## config.mk

```make
export PLATFORM = sky130hd
export DESIGN_NAME = lpd_top
export DESIGN_NICKNAME = d
export VERILOG_FILES = /design/src/design/lpd_pkg.sv /design/src/design/lpd_top.sv
export SDC_FILE = /design/constraint.sdc
export NUM_CORES = 1
export LEC_CHECK = 0
export ABC_CLOCK_PERIOD_IN_PS = 36000
export BUFFER_PORTS_ARGS = -buffer_cell sky130_fd_sc_hd__buf_2
export CORE_ASPECT_RATIO = 1.4
export CORE_UTILIZATION = 50
export CTS_CLUSTER_DIAMETER = 120
export DETAILED_ROUTE_END_ITERATION = 10
export GPL_TIMING_DRIVEN = 1
export PLACE_DENSITY = 0.7
export RECOVER_POWER = 50
export SYNTH_ARGS = -nofsm -noshare
export SYNTH_HDL_FRONTEND = slang
export SYNTH_SLANG_ARGS = --single-unit
```

## constraint.sdc

```tcl
create_clock -name clock_in -period 36 [get_ports clock_in]
set_input_delay 3.6 -clock clock_in [delete_from_list [all_inputs] [get_ports clock_in]]
set_output_delay 3.6 -clock clock_in [all_outputs]
set_load 0.01 [all_outputs]
```

## src/design/lpd_pkg.sv

```systemverilog
// Purpose: shared constants and types for the loop and piezo detector scan block
// Assumes: 10 MHz clock, eight loops, eight piezo channels, four lanes
// Notes: every timing figure is kept in its own unit and converted here, to cycles or to indicator ticks
package lpd_pkg;

  // sizes of the sensor set
  localparam int N_LOOPS = 8;
  localparam int N_PIEZO = 8;
  localparam int N_LANES = 4;
  localparam int CNT_W = 16; // loop oscillator count width
  localparam int PZ_W = 12; // piezo sample width
  localparam int HOLD_W = 8; // piezo timeout window width, in 100 us steps

  // clock rate
  localparam longint CLK_HZ = 10_000_000;

  // loop dwell: one measurement per loop
  localparam int MEAS_TIME_US = 300;
  localparam int MEAS_CYC = int'((MEAS_TIME_US * CLK_HZ + 999_999) / 1_000_000);

  // piezo sampling interval, all channels at once
  localparam int PIEZO_TIME_US = 100;
  localparam int PIEZO_CYC = int'((PIEZO_TIME_US * CLK_HZ) / 1_000_000);

  // retune duration
  localparam int RETUNE_TIME_MS = 50;
  localparam int RETUNE_CYC_DEF = int'((RETUNE_TIME_MS * CLK_HZ + 999) / 1000);

  // indicator timebase: one tick per flash step
  localparam int FLASH_TIME_MS = 100;
  localparam int TICK_CYC_DEF = int'((FLASH_TIME_MS * CLK_HZ) / 1000);
  localparam int HB_PERIOD_MS = 1000;
  localparam logic [2:0] HB_HALF_TICKS = 3'(HB_PERIOD_MS / (2 * FLASH_TIME_MS));
  localparam logic [1:0] FLASH_TICKS = 2'h2; // length of one flash, in ticks

  // sensitivity levels and threshold scaling
  localparam logic [3:0] SENS_HIGH = 4'hA; // level 10
  localparam logic [3:0] SENS_LOW = 4'h8; // level 8
  localparam logic [3:0] SENS_SPAN = 4'hF;
  localparam logic [15:0] THR_UNIT = 16'h0010;

  // sensor configuration of the lanes
  typedef enum logic [2:0] {
    CFG_LL = 3'h0,
    CFG_LPL = 3'h1,
    CFG_LPPL = 3'h2,
    CFG_PP = 3'h3,
    CFG_PLP = 3'h4
  } lpd_cfg_e;

  // loop scanner states, gray along idle, dwell, evaluate
  typedef enum logic [1:0] {
    SC_IDLE = 2'h0,
    SC_DWELL = 2'h1,
    SC_EVAL = 2'h3
  } lpd_scan_e;

  // front panel switches and loop fault pins
  typedef struct packed {
    logic [N_LOOPS-1:0] en_sw; // high when switched right
    logic [N_LOOPS-1:0] sens_sw; // high when switched right
    logic [N_LOOPS-1:0] open_ckt;
    logic [N_LOOPS-1:0] short_ckt;
    logic retune_btn;
  } lpd_pins_s;

  // front panel indicators
  typedef struct packed {
    logic power_indicator;
    logic heartbeat_indicator;
    logic rx_indicator;
    logic tx_indicator;
    logic [N_LOOPS-1:0] sensor_indicators;
    logic [N_LANES-1:0] lane_indicators;
  } lpd_leds_s;

endpackage : lpd_pkg

```

## src/design/lpd_top.sv

```systemverilog
// Purpose: loop scanner, piezo axle detector and front panel indicator logic
// Assumes: loop counts and piezo samples come from logic on the same clock
// Notes: switches and fault pins are asynchronous and pass two flip-flops

// Notes on behaviour
// four lanes, eight loops, eight piezos
// loops measured in turn, 300 us each
// scan period scales with enabled loops
// actuation when change exceeds sensitivity threshold
// sensitivity switch: right 10, left 8
// enable switch, console may override
// retune button retunes all loops, 50 ms
// open and short fault per loop reported
// all piezo channels evaluated together
// piezo threshold with hysteresis, optional timeout
// indicator mapping follows sensor configuration
// loop indicator lit, off, or flashing fault
// piezo indicator flashes on each detection
// lane indicator flashes on valid vehicle
// heartbeat flashes once per second running
// receive and transmit indicators flash per message
// lane keeps working on one loop
// scanner skips disabled loops round robin
module lpd_top #(
  parameter int RETUNE_CYC = lpd_pkg::RETUNE_CYC_DEF, // retune length in cycles
  parameter int TICK_CYC = lpd_pkg::TICK_CYC_DEF // indicator tick in cycles
) (
  // clock and reset
  input wire logic clock_in,
  input wire logic rst_in,
  // asynchronous panel switches and loop fault pins
  input wire lpd_pkg::lpd_pins_s pins_in,
  // console overrides
  input wire logic [lpd_pkg::N_LOOPS-1:0] ovr_en_in,
  input wire logic [lpd_pkg::N_LOOPS-1:0] con_en_in,
  input wire logic [lpd_pkg::N_LOOPS-1:0] ovr_sens_in,
  input wire logic [lpd_pkg::N_LOOPS-1:0] con_sens_high_in,
  // loop oscillator
  input wire logic [lpd_pkg::CNT_W-1:0] loop_count_in,
  output logic [lpd_pkg::N_LOOPS-1:0] loop_sel_out,
  // piezo front end
  input wire logic [lpd_pkg::N_PIEZO-1:0][lpd_pkg::PZ_W-1:0] piezo_in,
  input wire logic [lpd_pkg::PZ_W-1:0] pz_thr_hi_in,
  input wire logic [lpd_pkg::PZ_W-1:0] pz_thr_lo_in,
  input wire logic pz_timeout_en_in,
  input wire logic [lpd_pkg::HOLD_W-1:0] pz_timeout_in,
  // configuration and supervisor events
  input wire lpd_pkg::lpd_cfg_e sensor_cfg_in,
  input wire logic ctrl_ok_in,
  input wire logic [lpd_pkg::N_LANES-1:0] vehicle_sent_in,
  input wire logic rx_msg_in,
  input wire logic tx_msg_in,
  // results
  output logic [lpd_pkg::N_LOOPS-1:0] loop_act_out,
  output logic [lpd_pkg::N_LOOPS-1:0] loop_open_out,
  output logic [lpd_pkg::N_LOOPS-1:0] loop_short_out,
  output logic retuning_out,
  output logic [lpd_pkg::N_PIEZO-1:0] piezo_det_out,
  output logic [lpd_pkg::N_LANES-1:0] lane_occ_out,
  output logic [lpd_pkg::N_LANES-1:0] lane_ok_out,
  // indicators
  output lpd_pkg::lpd_leds_s leds_out
);

  localparam int NL = lpd_pkg::N_LOOPS;
  localparam int NP = lpd_pkg::N_PIEZO;
  localparam int NN = lpd_pkg::N_LANES;

  // elaboration checks on loops per lane and on the counts the counters can hold
  if (NL != 2 * NN) begin : g_chk_lanes
    $error("two loops per lane expected");
  end
  if (lpd_pkg::MEAS_CYC < 2 || lpd_pkg::MEAS_CYC > 4096) begin : g_chk_meas
    $error("loop dwell out of range");
  end
  if (RETUNE_CYC < 1 || RETUNE_CYC >= (1 << 20)) begin : g_chk_ret
    $error("retune count out of range");
  end
  if (TICK_CYC < 1 || TICK_CYC >= (1 << 20)) begin : g_chk_tick
    $error("tick count out of range");
  end

  // cycle limits at counter width
  localparam logic [11:0] MEAS_LAST = 12'(lpd_pkg::MEAS_CYC - 2);
  localparam logic [9:0] PZ_LAST = 10'(lpd_pkg::PIEZO_CYC - 1);
  localparam logic [19:0] RET_LAST = 20'(RETUNE_CYC - 1);
  localparam logic [19:0] TICK_LAST = 20'(TICK_CYC - 1);

  // complete module state
  typedef struct packed {
    lpd_pkg::lpd_pins_s s1; // first sync stage, read only by s2
    lpd_pkg::lpd_pins_s s2;
    logic btn_prev;
    logic retuning;
    logic [19:0] ret_cnt;
    lpd_pkg::lpd_scan_e scan;
    logic [2:0] cur;
    logic [11:0] dwell;
    logic [NL-1:0] sel;
    logic [NL-1:0][lpd_pkg::CNT_W-1:0] base;
    logic [NL-1:0] act;
    logic [9:0] pz_cnt;
    logic [NP-1:0] pz_on;
    logic [NP-1:0][lpd_pkg::HOLD_W-1:0] pz_hold;
    logic [NP-1:0] pz_det;
    logic [19:0] tick_cnt;
    logic blink;
    logic [2:0] hb_cnt;
    logic hb;
    logic [NP-1:0][1:0] pz_fl;
    logic [NN-1:0][1:0] vv_fl;
    logic [1:0] rx_fl;
    logic [1:0] tx_fl;
    lpd_pkg::lpd_leds_s leds;
    logic [NN-1:0] lane_occ;
    logic [NN-1:0] lane_ok;
  } lpd_state_s;

  lpd_state_s st_ff;
  lpd_state_s nxt_st;

  // next enabled loop after the current one, wrapping round
  function automatic logic [3:0] next_loop(input logic [NL-1:0] en, input logic [2:0] cur);
    logic [3:0] res;
    logic [2:0] idx;
    res = 4'h0;
    idx = cur;
    for (int k = 1; k <= NL; k++) begin
      idx = 3'(cur + 3'(k));
      if (en[idx] && !res[3]) begin
        res = {1'b1, idx};
      end
    end
    return res;
  endfunction : next_loop

  // actuation threshold: higher sensitivity gives a smaller threshold
  function automatic logic [15:0] loop_thr(input logic high);
    logic [3:0] lvl;
    logic [15:0] span;
    lvl = high ? lpd_pkg::SENS_HIGH : lpd_pkg::SENS_LOW;
    span = {12'h000, 4'(lpd_pkg::SENS_SPAN - lvl)};
    return 16'(span * lpd_pkg::THR_UNIT);
  endfunction : loop_thr

  // flash stretcher: a new event reloads even in a tick cycle
  function automatic logic [1:0] flash(input logic ev, input logic tick, input logic [1:0] fl);
    logic [1:0] r;
    r = fl;
    if (ev) begin
      r = lpd_pkg::FLASH_TICKS;
    end else if (tick && fl != 2'h0) begin
      r = 2'(fl - 2'h1);
    end
    return r;
  endfunction : flash

  // next state of everything
  always_comb begin
    logic [NL-1:0] en_eff;
    logic [NL-1:0] sens_hi;
    logic [NL-1:0] fault;
    logic [NL-1:0] loop_led;
    logic [NP-1:0] pz_led;
    logic [3:0] nl;
    logic [lpd_pkg::CNT_W-1:0] delta;
    logic pz_tick;
    logic tick;
    en_eff = '0;
    sens_hi = '0;
    fault = '0;
    loop_led = '0;
    pz_led = '0;
    nl = 4'h0;
    delta = '0;
    pz_tick = 1'b0;
    tick = 1'b0;
    nxt_st = st_ff;

    // two-stage synchroniser for all panel pins
    nxt_st.s1 = pins_in;
    nxt_st.s2 = st_ff.s1;

    // console overrides win over the switches
    en_eff = (ovr_en_in & con_en_in) | (~ovr_en_in & st_ff.s2.en_sw);
    sens_hi = (ovr_sens_in & con_sens_high_in) | (~ovr_sens_in & st_ff.s2.sens_sw);
    fault = st_ff.s2.open_ckt | st_ff.s2.short_ckt;

    // retune timer; a press during retune restarts it
    nxt_st.btn_prev = st_ff.s2.retune_btn;
    if (st_ff.retuning) begin
      if (st_ff.ret_cnt == RET_LAST) begin
        nxt_st.retuning = 1'b0;
      end else begin
        nxt_st.ret_cnt = 20'(st_ff.ret_cnt + 20'h1);
      end
    end
    if (st_ff.s2.retune_btn && !st_ff.btn_prev) begin
      nxt_st.retuning = 1'b1;
      nxt_st.ret_cnt = 20'h0;
    end

    // loop scanner: one loop at a time, only enabled loops
    nl = next_loop(en_eff, st_ff.cur);
    case (st_ff.scan)
      lpd_pkg::SC_IDLE: begin
        if (nl[3]) begin
          nxt_st.cur = nl[2:0];
          nxt_st.sel = NL'(1) << nl[2:0];
          nxt_st.dwell = 12'h000;
          nxt_st.scan = lpd_pkg::SC_DWELL;
        end
      end
      lpd_pkg::SC_DWELL: begin
        // dwell plus the evaluate cycle make one full measurement
        if (st_ff.dwell == MEAS_LAST) begin
          nxt_st.scan = lpd_pkg::SC_EVAL;
        end else begin
          nxt_st.dwell = 12'(st_ff.dwell + 12'h001);
        end
      end
      lpd_pkg::SC_EVAL: begin
        if (st_ff.retuning || fault[st_ff.cur]) begin
          // retune takes the present count as the new reference
          nxt_st.base[st_ff.cur] = loop_count_in;
          nxt_st.act[st_ff.cur] = 1'b0;
        end else begin
          // a vehicle raises the oscillator count above the reference
          if (loop_count_in > st_ff.base[st_ff.cur]) begin
            delta = loop_count_in - st_ff.base[st_ff.cur];
          end
          nxt_st.act[st_ff.cur] = delta > loop_thr(sens_hi[st_ff.cur]);
        end
        // period shrinks because only enabled loops are visited
        if (nl[3]) begin
          nxt_st.cur = nl[2:0];
          nxt_st.sel = NL'(1) << nl[2:0];
          nxt_st.dwell = 12'h000;
          nxt_st.scan = lpd_pkg::SC_DWELL;
        end else begin
          nxt_st.sel = '0;
          nxt_st.scan = lpd_pkg::SC_IDLE;
        end
      end
      default: begin
        nxt_st.sel = '0;
        nxt_st.scan = lpd_pkg::SC_IDLE;
      end
    endcase
    // a loop switched off drops its actuation at once
    nxt_st.act = nxt_st.act & en_eff;

    // piezo sample interval
    pz_tick = st_ff.pz_cnt == PZ_LAST;
    nxt_st.pz_cnt = pz_tick ? 10'h000 : 10'(st_ff.pz_cnt + 10'h001);
    nxt_st.pz_det = '0;
    // every channel compared in the same cycle
    for (int c = 0; c < NP; c++) begin
      if (pz_tick) begin
        if (st_ff.pz_hold[c] != '0) begin
          nxt_st.pz_hold[c] = st_ff.pz_hold[c] - {{(lpd_pkg::HOLD_W-1){1'b0}}, 1'b1};
        end
        if (!st_ff.pz_on[c] && piezo_in[c] > pz_thr_hi_in) begin
          nxt_st.pz_on[c] = 1'b1;
          // timeout window swallows re-triggers on the same channel
          if (st_ff.pz_hold[c] == '0) begin
            nxt_st.pz_det[c] = 1'b1;
            if (pz_timeout_en_in) begin
              nxt_st.pz_hold[c] = pz_timeout_in;
            end
          end
        end else if (st_ff.pz_on[c] && piezo_in[c] < pz_thr_lo_in) begin
          nxt_st.pz_on[c] = 1'b0;
        end
      end
    end

    // indicator timebase and slow blink for faults
    tick = st_ff.tick_cnt == TICK_LAST;
    nxt_st.tick_cnt = tick ? 20'h0 : 20'(st_ff.tick_cnt + 20'h1);
    if (tick) begin
      nxt_st.blink = ~st_ff.blink;
    end
    // heartbeat halts when the control logic reports a fault
    if (!ctrl_ok_in) begin
      nxt_st.hb = 1'b0;
      nxt_st.hb_cnt = 3'h0;
    end else if (tick) begin
      if (st_ff.hb_cnt == 3'(lpd_pkg::HB_HALF_TICKS - 3'h1)) begin
        nxt_st.hb_cnt = 3'h0;
        nxt_st.hb = ~st_ff.hb;
      end else begin
        nxt_st.hb_cnt = 3'(st_ff.hb_cnt + 3'h1);
      end
    end

    // flash stretchers for short events
    for (int c = 0; c < NP; c++) begin
      nxt_st.pz_fl[c] = flash(st_ff.pz_det[c], tick, st_ff.pz_fl[c]);
      pz_led[c] = st_ff.pz_fl[c] != 2'h0;
    end
    for (int j = 0; j < NN; j++) begin
      nxt_st.vv_fl[j] = flash(vehicle_sent_in[j], tick, st_ff.vv_fl[j]);
    end
    nxt_st.rx_fl = flash(rx_msg_in, tick, st_ff.rx_fl);
    nxt_st.tx_fl = flash(tx_msg_in, tick, st_ff.tx_fl);

    // loop view: fault blinks, otherwise follows actuation
    for (int i = 0; i < NL; i++) begin
      loop_led[i] = fault[i] ? st_ff.blink : st_ff.act[i];
    end

    // indicator mapping by configuration
    nxt_st.leds.power_indicator = 1'b1;
    nxt_st.leds.heartbeat_indicator = st_ff.hb;
    nxt_st.leds.rx_indicator = st_ff.rx_fl != 2'h0;
    nxt_st.leds.tx_indicator = st_ff.tx_fl != 2'h0;
    for (int j = 0; j < NN; j++) begin
      case (sensor_cfg_in)
        lpd_pkg::CFG_LL, lpd_pkg::CFG_PP: nxt_st.leds.lane_indicators[j] = st_ff.vv_fl[j] != 2'h0;
        lpd_pkg::CFG_LPL, lpd_pkg::CFG_LPPL: nxt_st.leds.lane_indicators[j] = pz_led[2*j];
        lpd_pkg::CFG_PLP: nxt_st.leds.lane_indicators[j] = loop_led[2*j];
        default: nxt_st.leds.lane_indicators[j] = 1'b0;
      endcase
      // either healthy loop of the pair keeps the lane measured
      nxt_st.lane_occ[j] = (st_ff.act[2*j] & ~fault[2*j]) | (st_ff.act[2*j+1] & ~fault[2*j+1]);
      nxt_st.lane_ok[j] = ~(fault[2*j] & fault[2*j+1]);
    end
    case (sensor_cfg_in)
      lpd_pkg::CFG_PP, lpd_pkg::CFG_PLP: nxt_st.leds.sensor_indicators = pz_led;
      default: nxt_st.leds.sensor_indicators = loop_led;
    endcase
  end

  // state register; power-up starts with a retune
  always_ff @(posedge clock_in or posedge rst_in) begin
    if (rst_in) begin
      st_ff <= '0;
      st_ff.retuning <= 1'b1;
      st_ff.scan <= lpd_pkg::SC_IDLE;
      st_ff.cur <= 3'h7;
    end else begin
      st_ff <= nxt_st;
    end
  end

  // outputs straight from the state register
  assign loop_sel_out = st_ff.sel;
  assign loop_act_out = st_ff.act;
  assign loop_open_out = st_ff.s2.open_ckt;
  assign loop_short_out = st_ff.s2.short_ckt;
  assign retuning_out = st_ff.retuning;
  assign piezo_det_out = st_ff.pz_det;
  assign lane_occ_out = st_ff.lane_occ;
  assign lane_ok_out = st_ff.lane_ok;
  assign leds_out = st_ff.leds;

endmodule : lpd_top
```

==> metrics.txt <==
WL final=about 63000 µm; setup TNS=0 ps; flops & latches, synth=416; Cells after Synth=2438; vias in the first global route=20.1k; final period utilization=0.232; Max-Cap Viols=5; Post-synth EDFFs=0; sequential fraction of the synthesis area=0.412; PortBufs=roughly 290; Logic pwr share=0.360; residual DRC count=0; Post-Synthesis Net Count=between 2k and 3k; worst skew pair latency=550 ps; CP Capture Type=register; CTS tree=yes; PnR worst setup slack=approximately 28000 ps; Multi-input gate area=13600 µm²; NumNets Final=~3.1k; Max Slew Vio Count=279; Total GRT Usage=0.245; htree depth=2; pre-CTS setup slack=28250 ps; failing checks=capacitance limit, slew limit; routed vias=roughly 20k; origin of the critical flop-to-flop path=st_ff[323]; post-CTS sizing=0; Die X=192 µm; CP required=36400 ps; cell depth of the worst hold path=0; top area cells in the synthesized netlist=dfrtp_1 41%, ha_1 12%, mux2_2 5.3%, mux4_2 3.7%, o21ai_0 2.9%; initial antenna violation count=6; clock share of power=0.291; grt total ovfl=0; Seq pwr share=0.349; first-pass GRT wire length=101000 µm; First-pass DRT Iterations=5; wire length per cell=18.9 µm; Routed Antenna Nets=0; status=finished with violations; Post-Place Cells=3253; Util after Layout=0.563; kind of critical path=reg -> reg; post-synth top area share=0.408; relative slew slack=-2.13; CTS sink cnt=around 420; pin count of the biggest net entering global routing=106; global placer's final weighted congestion=~0.93; Power Density=51.5 nW/µm²; Reg-to-Reg End=loop_act_out[0]; Starting Density=0.506; Arrival @ worst endpoint=roughly 8800 ps; I/O pins=287; root buf cell=clkbuf_16; Initial DRC Count=1019; RSZ-0062 raised after global routing=false; clk_skew=about 25 ps; Die ar.=between 50000 and 60000 µm²; Core Box Area=between 50000 and 60000 µm²; worst hold start=nxt_st[362]; Synth async-reset ratio=1.00; Yosys Warn Count=0; clock buffer depth=3; mapped cell area=25300 µm²; total internal power=948 µW; Synth Flop Type=dfrtp_1; CP max FO=55; via/cell ratio=5.90; hold_ws=about 350 ps; area leader, netlist=dfrtp_1; standard-cell rows=97; Avg Cell Area, Syn=10.4 µm²; Hold Buf Count CTS=0; cells on worst reg2reg path=20; FF-to-FF setup slack=roughly 28000 ps; Final min period=8350 ps; Startpoint Class=register; f_max=approximately 0.12 GHz; switching share of total power=0.345; Reg clk slew, reported paths=70 ps; Synth cell types=86; postcts setup bufs=0; CTS buffer count=39; HP Class=reg -> reg; reported net switching power=between 400 and 500 µW; Final Instance Count excl. Fillers=3328; Hold Fails Final Rpt=0; Pleak=12.8 nW; Slew @ Worst Pin=4670 ps; final setup fails=0; register area=10400 µm²; layout cell share with drive strength beyond 1=0.197; Max IR drop VDD=between 0.07 and 0.08 mV; Die Ht=268 µm; synthesis-to-finish area growth=11.2%; HPWL after DPL=46000 µm; fill cell total of the finished layout=approximately 4.3k; Hold EP=loop_open_out[3]
-- state kept, by name (all words and copies together), names as in the netlist --
register and flops:
retuning_out 1, leds_out 16, st_ff 316, loop_act_out 8, lane_occ_out 4, piezo_det_out 8, loop_short_out 8, loop_open_out 8
lane_ok_out 4, nxt_st 35, loop_sel_out 8
-- power groups by stage --
| stage | logic, mW | clock network, mW | registers [mW] |
|---|---|---|---|
| after floorplan | 0.404 | 0 | 0.508 |
| after global placement | 0.498 | 0 | 0.513 |
| after CTS | 0.516 | 0.432 | 0.505 |
| after global routing | 0.570 | 0.450 | 0.508 |
| final | 0.521 | 0.421 | 0.506 |
| after detailed placement | 0.511 | 0 | 0.514 |
-- worst max path at each step --
| stage | startpoint | to |
|---|---|---|
| 6_report | st_ff[323] | loop_act_out[0] |
| 3_3_place_gp | loop_count_in[0] | loop_act_out[1] |
| 4_1_cts | loop_count_in[0] | loop_act_out[0] |
| 2_1_floorplan | rst_in | lane_occ_out[0] |
| 3_5_place_dp | loop_count_in[0] | loop_act_out[7] |
| 5_1_grt | st_ff[323] | loop_act_out[0] |
-- layout make-up --
cell class,instances,area share
diodes,4,0.000356
clock buffers,54,0.0407
clock inverters,17,0.00609
inverters,121,0.0162
multi-input cells,1765,0.484
flip-flops and latches,416,0.370
well taps,643,0.0286
repair buffers,308,0.0538
-- cell usage in the layout, fill, tap and decap left out, drive strengths merged, types with 25 or more instances in the layout --
master / count
inv: 121
clkbuf: 111
xnor2: 27
o21ai: 158
nand4: 43
nand2: 173
nor2: 163
mux4: 42
nand3: 52
buf: 251
ha: 248
nor2b: 25
a22o: 27
nor3: 49
or3: 34
nand2b: 39
a21o: 69
mux2: 121
mux2i: 47
a21oi: 108
dfrtp: 412
xor2: 25
-- critical path, stage by stage, from the launching register on --
cell      delay, ps
dfstp_2         520
clkbuf_1       2810
mux4_2          790
nand2_1         110
nand2_1          80
ha_1            210
fa_1            400
nand2b_1        210
a211oi_1        330
o21ai_0         200
nand2b_1        130
a31oi_1         130
o21ai_1         150
nand2_1         220
nor2_1          180
ha_1            250
a21oi_1         130
a311oi_1         60
or4_1           560
nor4_4          490
o21ai_0         190
-- cells in the mapped netlist, drive strengths merged, types with 17 or more instances --
cell,n
dfrtp,412
ha,248
nand2,173
nor2,163
o21ai,158
mux2,121
inv,120
a21oi,108
buf,88
a21o,69
nand3,52
nor3,49
clkbuf,48
mux2i,47
nand4,43
mux4,42
nand2b,39
or3,34
a22o,27
xnor2,27
nor2b,25
xor2,25
o22ai,24
o31ai,24
o21a,22
or2,22
a31oi,17
and3,17
-- metal layers --
metal,global-route usage,wire length [µm],up-vias
li1,-,-,9335
met1,0.284,25000,9535
met2,0.434,31700,590
met3,0.0443,3510,165
met4,0.112,2790,4
met5,0,27,-
-- kinds of logic after synthesis --
| logic type | synth area share |
|---|---|
| and+or+nand+nor | 0.134 |
| AOI/OAI and AO/OA | 0.152 |
| DFF | 0.412 |
| buffers and inverters | 0.0494 |
| adders and majority gates | 0.123 |
| muxes | 0.111 |
| xor gates and xnor gates | 0.0180 |
| other | 0.000148 |
-- through the flow --
stage,power [mW],cell area (µm²)
3_5_place_dp,1.03,26900
2_1_floorplan,0.911,25300
4_1_cts,1.45,28200
3_3_place_gp,1.01,26900
5_1_grt,1.53,28100
6_report,1.45,28100
No activity file was read; power rests on OpenSTA's default activity.
